### src/rtl/clkgen_ctrl_pkg.sv
`default_nettype none

package clkgen_ctrl_pkg;

    // ************************************************************
    // register map
    // ************************************************************
    localparam logic [7:0] global_control_addr = 8'h00;
    localparam logic [7:0] input_select_config_addr = 8'h01;

    // global_control bit positions
    localparam int mode_bit = 0;
    localparam int powerdown_bit = 1;
    localparam int soft_reset_bit = 2;
    localparam int pin_reset_scope_bit = 3;

    // input_select_config field layout, msb first
    typedef struct packed {
        logic [5:0] reserved;
        logic ref_src;
        logic ref_override;
        logic [3:0] pin_d_input_route;
        logic [3:0] pin_b_input_route;
    } input_select_s;

    typedef struct packed {
        logic pin_reset_scope;
        logic powerdown;
        logic mode;
    } global_ctrl_s;

    // ************************************************************
    // reset values
    // ************************************************************
    localparam input_select_s input_select_reset = 16'h6a32;
    localparam global_ctrl_s global_ctrl_reset = 3'h0;

    // route codes
    localparam logic [3:0] route_global_oe = 4'h2;
    localparam logic [3:0] route_channel_one = 4'h4;

    // pin vector positions after the input synchroniser
    localparam int pin_rst_idx = 0;
    localparam int pin_ref_idx = 1;
    localparam int pin_d_idx = 2;
    localparam int pin_b_idx = 3;

    // ************************************************************
    // sequencer
    // ************************************************************
    typedef enum logic [1:0] {
        seq_config = 2'b00,
        seq_calib = 2'b01,
        seq_ready = 2'b10
    } seq_state_e;

    localparam int config_cycles_default = 16;
    localparam int calib_cycles_default = 32;

endpackage : clkgen_ctrl_pkg

`default_nettype wire

### src/rtl/global_reset_and_input_select_ctrl.sv
`timescale 1ns/1ps
`default_nettype none

module global_reset_and_input_select_ctrl
    import clkgen_ctrl_pkg::*;
#(
    parameter int config_cycles = clkgen_ctrl_pkg::config_cycles_default,
    parameter int calib_cycles = clkgen_ctrl_pkg::calib_cycles_default
) (
    // clock, reset, enable
    input wire logic clk_sys,
    input wire logic sys_rst,
    input wire logic clk_en,
    // register port
    input wire logic [7:0] reg_addr,
    input wire logic [15:0] reg_wr_data,
    input wire logic reg_wr,
    input wire logic reg_rd,
    output logic [15:0] reg_rd_data,
    output logic reg_rd_valid,
    // device pins
    input wire logic rst_sync_pin_n,
    input wire logic ref_select_pin,
    input wire logic multi_pin_d,
    input wire logic multi_pin_b,
    // controls to the rest of the device
    output logic fsm_rst,
    output logic ref_mux_sel,
    output logic pin_mode,
    output logic powerdown,
    output logic global_output_gate,
    output logic [3:0] channel_output_gate,
    output logic config_busy,
    output logic calib_busy,
    output logic seq_done
);
    import clkgen_ctrl_pkg::*;

    // gate value: pin level when a route field selects the code, else enabled
    function automatic logic route_gate(input logic [3:0] rd, input logic [3:0] rb,
                                        input logic [3:0] code, input logic pd,
                                        input logic pb);
        logic g;
        g = 1'b1;
        if (rd == code) begin
            g = pd;
        end else if (rb == code) begin
            g = pb;
        end
        return g;
    endfunction : route_gate

    // ************************************************************
    // pin synchroniser
    // ************************************************************
    logic [3:0] pin_s1, pin_s2, pin_s3, pin_filt;
    logic [3:0] next_pin_filt;
    logic [3:0] pin_raw;
    logic pin_rst_act;

    // a change counts once the second and third stages agree
    always_comb begin
        pin_raw = {multi_pin_b, multi_pin_d, ref_select_pin, ~rst_sync_pin_n};
        next_pin_filt = (pin_s2 & pin_s3) | (pin_filt & (pin_s2 | pin_s3));
    end

    always_ff @(posedge clk_sys or posedge sys_rst) begin
        if (sys_rst) begin
            pin_s1 <= 4'h0;
            pin_s2 <= 4'h0;
            pin_s3 <= 4'h0;
            pin_filt <= 4'h0;
        end else if (clk_en) begin
            pin_s1 <= pin_raw;
            pin_s2 <= pin_s1;
            pin_s3 <= pin_s2;
            pin_filt <= next_pin_filt;
        end
    end

    assign pin_rst_act = pin_filt[pin_rst_idx];

    // ************************************************************
    // registers
    // ************************************************************
    input_select_s isc, next_isc;
    global_ctrl_s gctl, next_gctl;
    logic swrst_pulse, next_swrst_pulse;
    logic [15:0] next_rd_data;

    // write decode, pin hard reset and the self clearing reset bit
    always_comb begin
        next_isc = isc;
        next_gctl = gctl;
        next_swrst_pulse = 1'b0;
        if (pin_rst_act && !gctl.pin_reset_scope) begin
            next_isc = input_select_reset;
            next_gctl = global_ctrl_reset;
        end else if (reg_wr) begin
            if (reg_addr == global_control_addr) begin
                next_gctl.mode = reg_wr_data[mode_bit];
                next_gctl.powerdown = reg_wr_data[powerdown_bit];
                next_gctl.pin_reset_scope = reg_wr_data[pin_reset_scope_bit];
                next_swrst_pulse = reg_wr_data[soft_reset_bit];
            end else if (reg_addr == input_select_config_addr) begin
                next_isc = reg_wr_data;
            end
        end
        next_rd_data = 16'h0000;
        if (reg_addr == global_control_addr) begin
            // soft reset bit is never stored and reads 0
            next_rd_data[mode_bit] = gctl.mode;
            next_rd_data[powerdown_bit] = gctl.powerdown;
            next_rd_data[pin_reset_scope_bit] = gctl.pin_reset_scope;
        end else if (reg_addr == input_select_config_addr) begin
            next_rd_data = isc;
        end
    end

    always_ff @(posedge clk_sys or posedge sys_rst) begin
        if (sys_rst) begin
            isc <= input_select_reset;
            gctl <= global_ctrl_reset;
            swrst_pulse <= 1'b0;
            reg_rd_data <= 16'h0000;
            reg_rd_valid <= 1'b0;
        end else if (clk_en) begin
            isc <= next_isc;
            gctl <= next_gctl;
            swrst_pulse <= next_swrst_pulse;
            reg_rd_data <= reg_rd ? next_rd_data : reg_rd_data;
            reg_rd_valid <= reg_rd;
        end
    end

    // ************************************************************
    // configuration and calibration sequencer
    // ************************************************************
    seq_state_e seq_state, next_seq_state;
    logic [15:0] seq_cnt, next_seq_cnt;
    logic logic_rst;

    // pin reset (either scope) and the soft reset pulse both restart it
    assign logic_rst = pin_rst_act | swrst_pulse;

    always_comb begin
        next_seq_state = seq_state;
        next_seq_cnt = seq_cnt + 16'h0001;
        if (logic_rst) begin
            next_seq_state = seq_config;
            next_seq_cnt = 16'h0000;
        end else begin
            case (seq_state)
                seq_config: begin
                    if (seq_cnt == 16'(config_cycles - 1)) begin
                        next_seq_state = seq_calib;
                        next_seq_cnt = 16'h0000;
                    end
                end
                seq_calib: begin
                    if (seq_cnt == 16'(calib_cycles - 1)) begin
                        next_seq_state = seq_ready;
                        next_seq_cnt = 16'h0000;
                    end
                end
                seq_ready: begin
                    next_seq_cnt = 16'h0000;
                end
                default: begin
                    next_seq_state = seq_config;
                    next_seq_cnt = 16'h0000;
                end
            endcase
        end
    end

    always_ff @(posedge clk_sys or posedge sys_rst) begin
        if (sys_rst) begin
            seq_state <= seq_config;
            seq_cnt <= 16'h0000;
        end else if (clk_en) begin
            seq_state <= next_seq_state;
            seq_cnt <= next_seq_cnt;
        end
    end

    // ************************************************************
    // output stage
    // ************************************************************
    logic [3:0] chan_gate;
    logic next_global_gate, next_ref_sel;

    // one enable per channel, only in pin mode
    for (genvar i = 0; i < 4; i++) begin : g_chan
        assign chan_gate[i] = !gctl.mode ? 1'b1 : route_gate(isc.pin_d_input_route,
            isc.pin_b_input_route, route_channel_one + 4'(i), pin_filt[pin_d_idx],
            pin_filt[pin_b_idx]);
    end

    always_comb begin
        next_ref_sel = isc.ref_src ? isc.ref_override : pin_filt[pin_ref_idx];
        next_global_gate = !gctl.mode ? 1'b1 : route_gate(isc.pin_d_input_route,
            isc.pin_b_input_route, route_global_oe, pin_filt[pin_d_idx],
            pin_filt[pin_b_idx]);
    end

    always_ff @(posedge clk_sys or posedge sys_rst) begin
        if (sys_rst) begin
            fsm_rst <= 1'b1;
            ref_mux_sel <= 1'b0;
            pin_mode <= 1'b0;
            powerdown <= 1'b0;
            global_output_gate <= 1'b1;
            channel_output_gate <= 4'hf;
            config_busy <= 1'b0;
            calib_busy <= 1'b0;
            seq_done <= 1'b0;
        end else if (clk_en) begin
            fsm_rst <= logic_rst;
            ref_mux_sel <= next_ref_sel;
            pin_mode <= gctl.mode;
            powerdown <= gctl.powerdown;
            global_output_gate <= next_global_gate;
            channel_output_gate <= chan_gate;
            config_busy <= next_seq_state == seq_config;
            calib_busy <= next_seq_state == seq_calib;
            seq_done <= next_seq_state == seq_ready;
        end
    end
endmodule : global_reset_and_input_select_ctrl

`default_nettype wire
### config.mk
export PLATFORM = sky130hd
export DESIGN_NAME = global_reset_and_input_select_ctrl
export DESIGN_NICKNAME = d
export VERILOG_FILES = /design/src/rtl/clkgen_ctrl_pkg.sv /design/src/rtl/global_reset_and_input_select_ctrl.sv
export SDC_FILE = /design/constraint.sdc
export NUM_CORES = 1
export LEC_CHECK = 0
export ABC_AREA = 1
export ABC_CLOCK_PERIOD_IN_PS = 3600
export BUFFER_PORTS_ARGS = -buffer_cell sky130_fd_sc_hd__buf_4
export CORE_MARGIN = 10
export CORE_UTILIZATION = 55
export CTS_CLUSTER_DIAMETER = 40
export CTS_CLUSTER_SIZE = 10
export DETAILED_ROUTE_END_ITERATION = 12
export PLACE_DENSITY = 0.79
export SLEW_MARGIN = 20
export SYNTH_ARGS = -nofsm -noshare
export SYNTH_HDL_FRONTEND = slang
export SYNTH_SLANG_ARGS = --single-unit
### constraint.sdc
create_clock -name clk_sys -period 3.6 [get_ports clk_sys]
set_clock_uncertainty 0.1 [all_clocks]
set_input_delay 0.18 -clock clk_sys [delete_from_list [all_inputs] [get_ports clk_sys]]
set_output_delay 0.18 -clock clk_sys [all_outputs]
set_load 0.02 [all_outputs]
==> impl_metrics.tcl, run 1 <==
set metrics [dict create \
    status "completed" \
    gp_congestion 0.8607 \
    yosysTopAreaCellShare 0.4523 \
    arrival_ns 2.15 \
    die_w_um 103.9 \
    port_buffers 61 \
    io_pins 62 \
    rsz0062_at_grt "false" \
    hold_path.class "primary input to register" \
    whs_ns 0.005723 \
    min_path_cells 4 \
    antenna_found_initial 0 \
    drc_errors 0 \
    synth_cell_types 25 \
    final.setup.tns_ns 0 \
    slew_violations 0 \
    first_iter_violations 216 \
    power_leakage_nw 2.462 \
    area_growth_pct 22.68 \
    drtAntennaViolNets 0 \
    synth-seq-cells 83 \
    clkLatencyLatePin_ns 0.36 \
    final_nets 593 \
    p_per_area_mw_per_mm2 471.6 \
    tightest_slew_ns 0.6709 \
    wl_mm 9.071 \
    relSlewSlack 0.5513 \
    async_reset_ff_frac 1.000 \
    multi_input_area_mm2 0.001592 \
    synth_area_mm2 0.003872 \
    start_util 0.5668 \
    dp_hpwl_mm 6.306 \
    reg2reg_depth 10 \
    vias_per_cell 5.188 \
    hold_buffers 14 \
    synthFlopType "dfrtp_1" \
    netlist_top_cells_area "dfrtp_1 45%, nand2_1 18%, dfstp_2 8.8%" \
    synthCells 486 \
    antennaDiodeCount 0 \
    crit_path_start_kind "register" \
    grt_pass1_vias 3249 \
    yosys_warnings 0 \
    reg2reg_to "seq_cnt[3]$_DFFE_PP0P_" \
    grt_pass1_wl_mm 15.64 \
    firstDrtPassIters 5 \
    core.rowCount 30 \
    synth_top_cell_by_area "dfrtp_1" \
    postPlaceCellArea_mm2 0.004388 \
    required_ns 3.78 \
    grt_util_all_layers 0.1710 \
    fillers 551 \
    synth_edf_count 0 \
    grt_max_degree 47 \
    ir_worst_vdd_v 0.0002589 \
    hold_viol 0 \
    path_clk_slew_ns 0.09 \
    hp-start "reg_wr_data[9]" \
    p_total_mw 2.241 \
    synthesis.nets 520 \
    max_freq_ghz 0.5070 \
    yosysMostFrequentCell "nand2_1" \
    clockBufferDepth 2 \
    reg2reg_slack_ns 1.63 \
    max_cap_violations 0 \
    synth_commonest_cells "182 x nand2_1, 70 x dfrtp_1, 48 x nand3_1, 46 x nor2_1, 34 x o21ai_0" \
    r2r_start "seq_cnt[0]$_DFFE_PP0P_" \
    whs_endpoint "isc[9]$_DFFE_PP1P_" \
    dr_total_vias 3424 \
    fin_crit_sh 0.5478 \
    core_mm2 0.006832 \
    crit_path_max_fanout 8 \
    syn_area_per_cell_um2 7.968 \
    post_cts_resized 0 \
    clockRootBuffer "clkbuf_8" \
    end_kind "register" \
    crit_type "register to register" \
    finalInstanceArea_mm2 0.004751 \
    cts_num_sinks 83 \
    cts_max_level 3 \
    cts_tree "yes" \
    period_needed_ns 1.972 \
    grt-ovfl-total 0 \
    die-area_mm2 0.01080 \
    finalSetupViolations 0 \
    register_area_mm2 0.002093 \
    routedWlPerCell_um 13.74 \
    die_h_um 103.9 \
    ys_seq_area_frac 0.5405 \
    cts_made_buffers 9 \
    drive_above_1_share 0.1879 \
    post_cts_buffers 0 \
]
## logic make-up after synthesis
kind of cell,Yosys count,synth area share
compound gates,46,0.06171
xor+xnor,9,0.02036
fa+ha+maj,1,0.003231
buf+inv,45,0.04847
flops,83,0.5405
simple gates,302,0.3257
## state kept, by name, indices dropped and copies added (netlist names), 2 cells and up
name                 count
isc                     16
reg_rd_data             16
seq_cnt                 16
channel_output_gate      4
pin_filt                 4
pin_s1                   4
pin_s2                   4
pin_s3                   4
gctl                     3
seq_state                2
## metrics by stage
step	utilization	instances	setup WS (ns)
after floorplan	-	486	1.205
after global placement	0.6423	630	1.486
after detailed placement	0.6423	630	1.406
after CTS	0.6954	660	1.598
after global routing	0.6954	660	1.393
final	0.6954	660	1.628
## how the worst max path moves through the flow
| stage | startpoint | end | cells past startpoint |
|---|---|---|---|
| 2_1_floorplan | sys_rst | calib_busy$_DFFE_PP0P_ | 1 |
| 3_3_place_gp | reg_addr[3] | isc[7]$_DFFE_PP0P_ | 7 |
| 3_5_place_dp | reg_addr[3] | isc[2]$_DFFE_PP0P_ | 7 |
| 4_1_cts | seq_cnt[0]$_DFFE_PP0P_ | seq_cnt[3]$_DFFE_PP0P_ | 10 |
| 5_1_grt | seq_cnt[0]$_DFFE_PP0P_ | seq_cnt[3]$_DFFE_PP0P_ | 10 |
| 6_report | seq_cnt[0]$_DFFE_PP0P_ | seq_cnt[3]$_DFFE_PP0P_ | 10 |
## worst max-delay path: stages (launching register included)
cell and delay, ns:
dfrtp_1 0.40, ha_1 0.23, nand2_1 0.12, inv_1 0.05, nand2_1 0.11, nor2_1 0.08, nand2_1 0.06, nand2_1 0.06
nand2_1 0.21, nand2_1 0.25, o21ai_0 0.22
## per-layer routing
metal	vias to the layer above	routed length [um]	track usage
met4	0	165	0.06958
met2	102	4148	0.2617
met3	13	526	0.03532
met5	-	0	0
met1	1605	4229	0.2307
li1	1704	-	-
## final cells by class
cell class / instances / share of cell area
clock buffers: 9 / 0.02607
repair buffers: 76 / 0.1275
multi-input cells: 358 / 0.3350
flip-flops and latches: 83 / 0.4406
well taps: 96 / 0.02528
inverters: 31 / 0.02476
clock inverters: 7 / 0.02081
## cell usage in the layout, fill, tap and decap left out, types with 6 or more instances in the layout
master and instances:
nand3_1 48, nand2_1 182, dfstp_2 13, nor2_1 46
nand4_1 6, xor2_1 6, buf_4 62, o21ai_0 34
clkbuf_8 9, nor3_1 6, dfrtp_1 70, inv_1 29
a21oi_1 6, or2_2 7, dlygate4sd3_1 14
## where the power goes
group,switching [mW],internal (mW),leakage [nW],total [mW]
combinational,0.204,0.131,1.27,0.335
clock,0.357,0.397,0.111,0.753
sequential,0.0937,1.06,1.08,1.15
total,0.654,1.59,2.46,2.24
No activity file was read; power rests on OpenSTA's default activity.
==> inputs of run 2 (changes only) <==
--- a/config.mk
+++ b/config.mk
@@ -6,14 +6,14 @@
 export NUM_CORES = 1
 export LEC_CHECK = 0
 export ABC_AREA = 1
-export ABC_CLOCK_PERIOD_IN_PS = 3600
+export ABC_CLOCK_PERIOD_IN_PS = 1800
 export BUFFER_PORTS_ARGS = -buffer_cell sky130_fd_sc_hd__buf_4
 export CORE_MARGIN = 10
-export CORE_UTILIZATION = 55
+export CORE_UTILIZATION = 51
 export CTS_CLUSTER_DIAMETER = 40
 export CTS_CLUSTER_SIZE = 10
 export DETAILED_ROUTE_END_ITERATION = 12
-export PLACE_DENSITY = 0.79
+export PLACE_DENSITY = 0.77
 export SLEW_MARGIN = 20
 export SYNTH_ARGS = -nofsm -noshare
 export SYNTH_HDL_FRONTEND = slang
==> constraint.sdc (replaced) <==
create_clock -name clk_sys -period 1.8 [get_ports clk_sys]
set_clock_uncertainty 0.1 [all_clocks]
set_input_delay 0.09 -clock clk_sys [delete_from_list [all_inputs] [get_ports clk_sys]]
set_output_delay 0.09 -clock clk_sys [all_outputs]
set_load 0.02 [all_outputs]
==> impl_metrics.tcl, run 2 (synthesis gave the netlist of run 1 again) <==
set metrics [dict create \
    min_path_cells 6 \
    cts_made_buffers 9 \
    max_stage_delay_ns 0.38 \
    wl_mm 9.678 \
    layout.cells.non_filler 689 \
    status "completed" \
    crit_slowest_cell "dfrtp_1" \
    cts_max_level 3 \
    arrival_ns 1.86 \
    reg2reg_slack_ns 0.09 \
    dp_hpwl_mm 6.461 \
    first_iter_violations 268 \
    routedWlPerCell_um 14.05 \
    critPathCapture "seq_cnt[14]$_DFFE_PP0P_" \
    utilization 0.6813 \
    path_buf_inv 2 \
    cts_num_sinks 83 \
    power_leakage_nw 2.578 \
    grt_pass1_vias 3397 \
    crit_path_start "seq_cnt[1]$_DFFE_PP0P_" \
    fin_crit_sh 0.9506 \
    gp_congestion 0.9010 \
    p_per_area_mw_per_mm2 893.6 \
    area_growth_pct 28.98 \
    vias_per_cell 5.189 \
    critical_path.most_common_cell "nand2_1" \
    antennaDiodeCount 0 \
    drtAntennaViolNets 0 \
    final_common_cell "nand2_1" \
    ir_worst_vdd_v 0.0005522 \
    grt-ovfl-total 0 \
    postPlaceCellArea_mm2 0.004504 \
    dr_total_vias 3575 \
    grt_util_all_layers 0.1731 \
    port_buffers 61 \
    end_kind "register" \
    clockBufferDepth 2 \
    tightest_slew_ns 0.5035 \
    crit_path_max_fanout 5 \
    max_freq_ghz 0.5844 \
    reg2reg_depth 11 \
    cts_tree "yes" \
    grt_pass1_wl_mm 16.33 \
    finalInstanceArea_mm2 0.004995 \
    max_cap_violations 0 \
    start_util 0.5282 \
    reg2reg_to "seq_cnt[14]$_DFFE_PP0P_" \
    layout_setup_ws_ns 0.08897 \
    finalSetupViolations 0 \
    antenna_found_initial 0 \
    final_nets 619 \
    hold_path.class "primary input to register" \
    post-place-ws_ns 0.03186 \
    period_needed_ns 1.711 \
    whs_ns 0.05430 \
    path_clk_slew_ns 0.09 \
    final.setup.tns_ns 0 \
    largest_registers "isc: 16 flops, reg_rd_data: 16 flops, seq_cnt: 16 flops" \
    crit_type "register to register" \
    crit_family "simple AND/OR/NAND/NOR gates" \
    clockRootBuffer "clkbuf_8" \
    die_w_um 107.1 \
    relSlewSlack 0.6639 \
    dp.cells 646 \
    core.rowCount 31 \
    io_pins 62 \
    layout_common_cells "180 x nand2_1, 76 x buf_4, 70 x dfrtp_1, 48 x nand3_1, 44 x nor2_1" \
    drive_above_1_share 0.2119 \
    p_total_mw 4.464 \
    slew_violations 0 \
    core_mm2 0.007331 \
    cp.depth 11 \
    firstDrtPassIters 5 \
    drc_errors 0 \
    die-area_mm2 0.01148 \
    crit_path_start_kind "register" \
    grt_max_degree 84 \
    clkLatencyLatePin_ns 0.36 \
    required_ns 1.95 \
    hold_viol 0 \
    die_h_um 107.1 \
    cp_cell_sequence "ha_2, nand2_1, inv_1, nand2_1, nor2_2, nand2_1, nand2_1, nand2_2, buf_4, nand4_1, nand2_1" \
    r2r_start "seq_cnt[1]$_DFFE_PP0P_" \
]
-- run 2: area by class of cell --
type,instances,area [um2]
clock buffers,10,137.6
flip-flops and latches,83,2093
clock inverters,6,70.07
well taps,99,123.9
multi-input cells,358,1609
fillers,589,2336
repair buffers,102,840.8
inverters,31,120.1
-- run 2: routing by layer --
layer	up-vias	global-route usage	wire length, um
li1	1753	-	-
met5	-	0	0
met3	9	0.03234	584
met4	0	0.07834	132
met2	122	0.2648	4633
met1	1691	0.2330	4327
-- run 2: how the worst min path moves through the flow --
stage	startpoint	endpoint	slack [ns]
after global placement	sys_rst	config_busy$_DFFE_PP0P_	0.14
after CTS	reg_wr	isc[13]$_DFFE_PP1P_	0.05
after detailed placement	sys_rst	calib_busy$_DFFE_PP0P_	0.15
after global routing	reg_rd	reg_rd_valid$_DFFE_PP0P_	0.11
after floorplan	reg_wr_data[10]	isc[10]$_DFFE_PP0P_	0.1
final	reg_wr	isc[13]$_DFFE_PP1P_	0.05
-- run 2: timing repair --
action,in CTS,in global routing
hold buffers,26,1
hold endpoints to repair,101,2
buffers inserted,0,2
endpoints found under the setup margin,0,13
resized for setup,0,7
-- run 2: power breakdown --
part	internal, mW	switching [mW]
sequential	2.12	0.185
combinational	0.330	0.437
clock	0.691	0.704
-- run 2: worst reg2reg max path, stage by stage, from the launching register on --
cell	delay, ns
dfrtp_1	0.38
ha_2	0.19
nand2_1	0.08
inv_1	0.06
nand2_1	0.11
nor2_2	0.14
nand2_1	0.08
nand2_1	0.11
nand2_2	0.10
buf_4	0.16
nand4_1	0.06
nand2_1	0.05
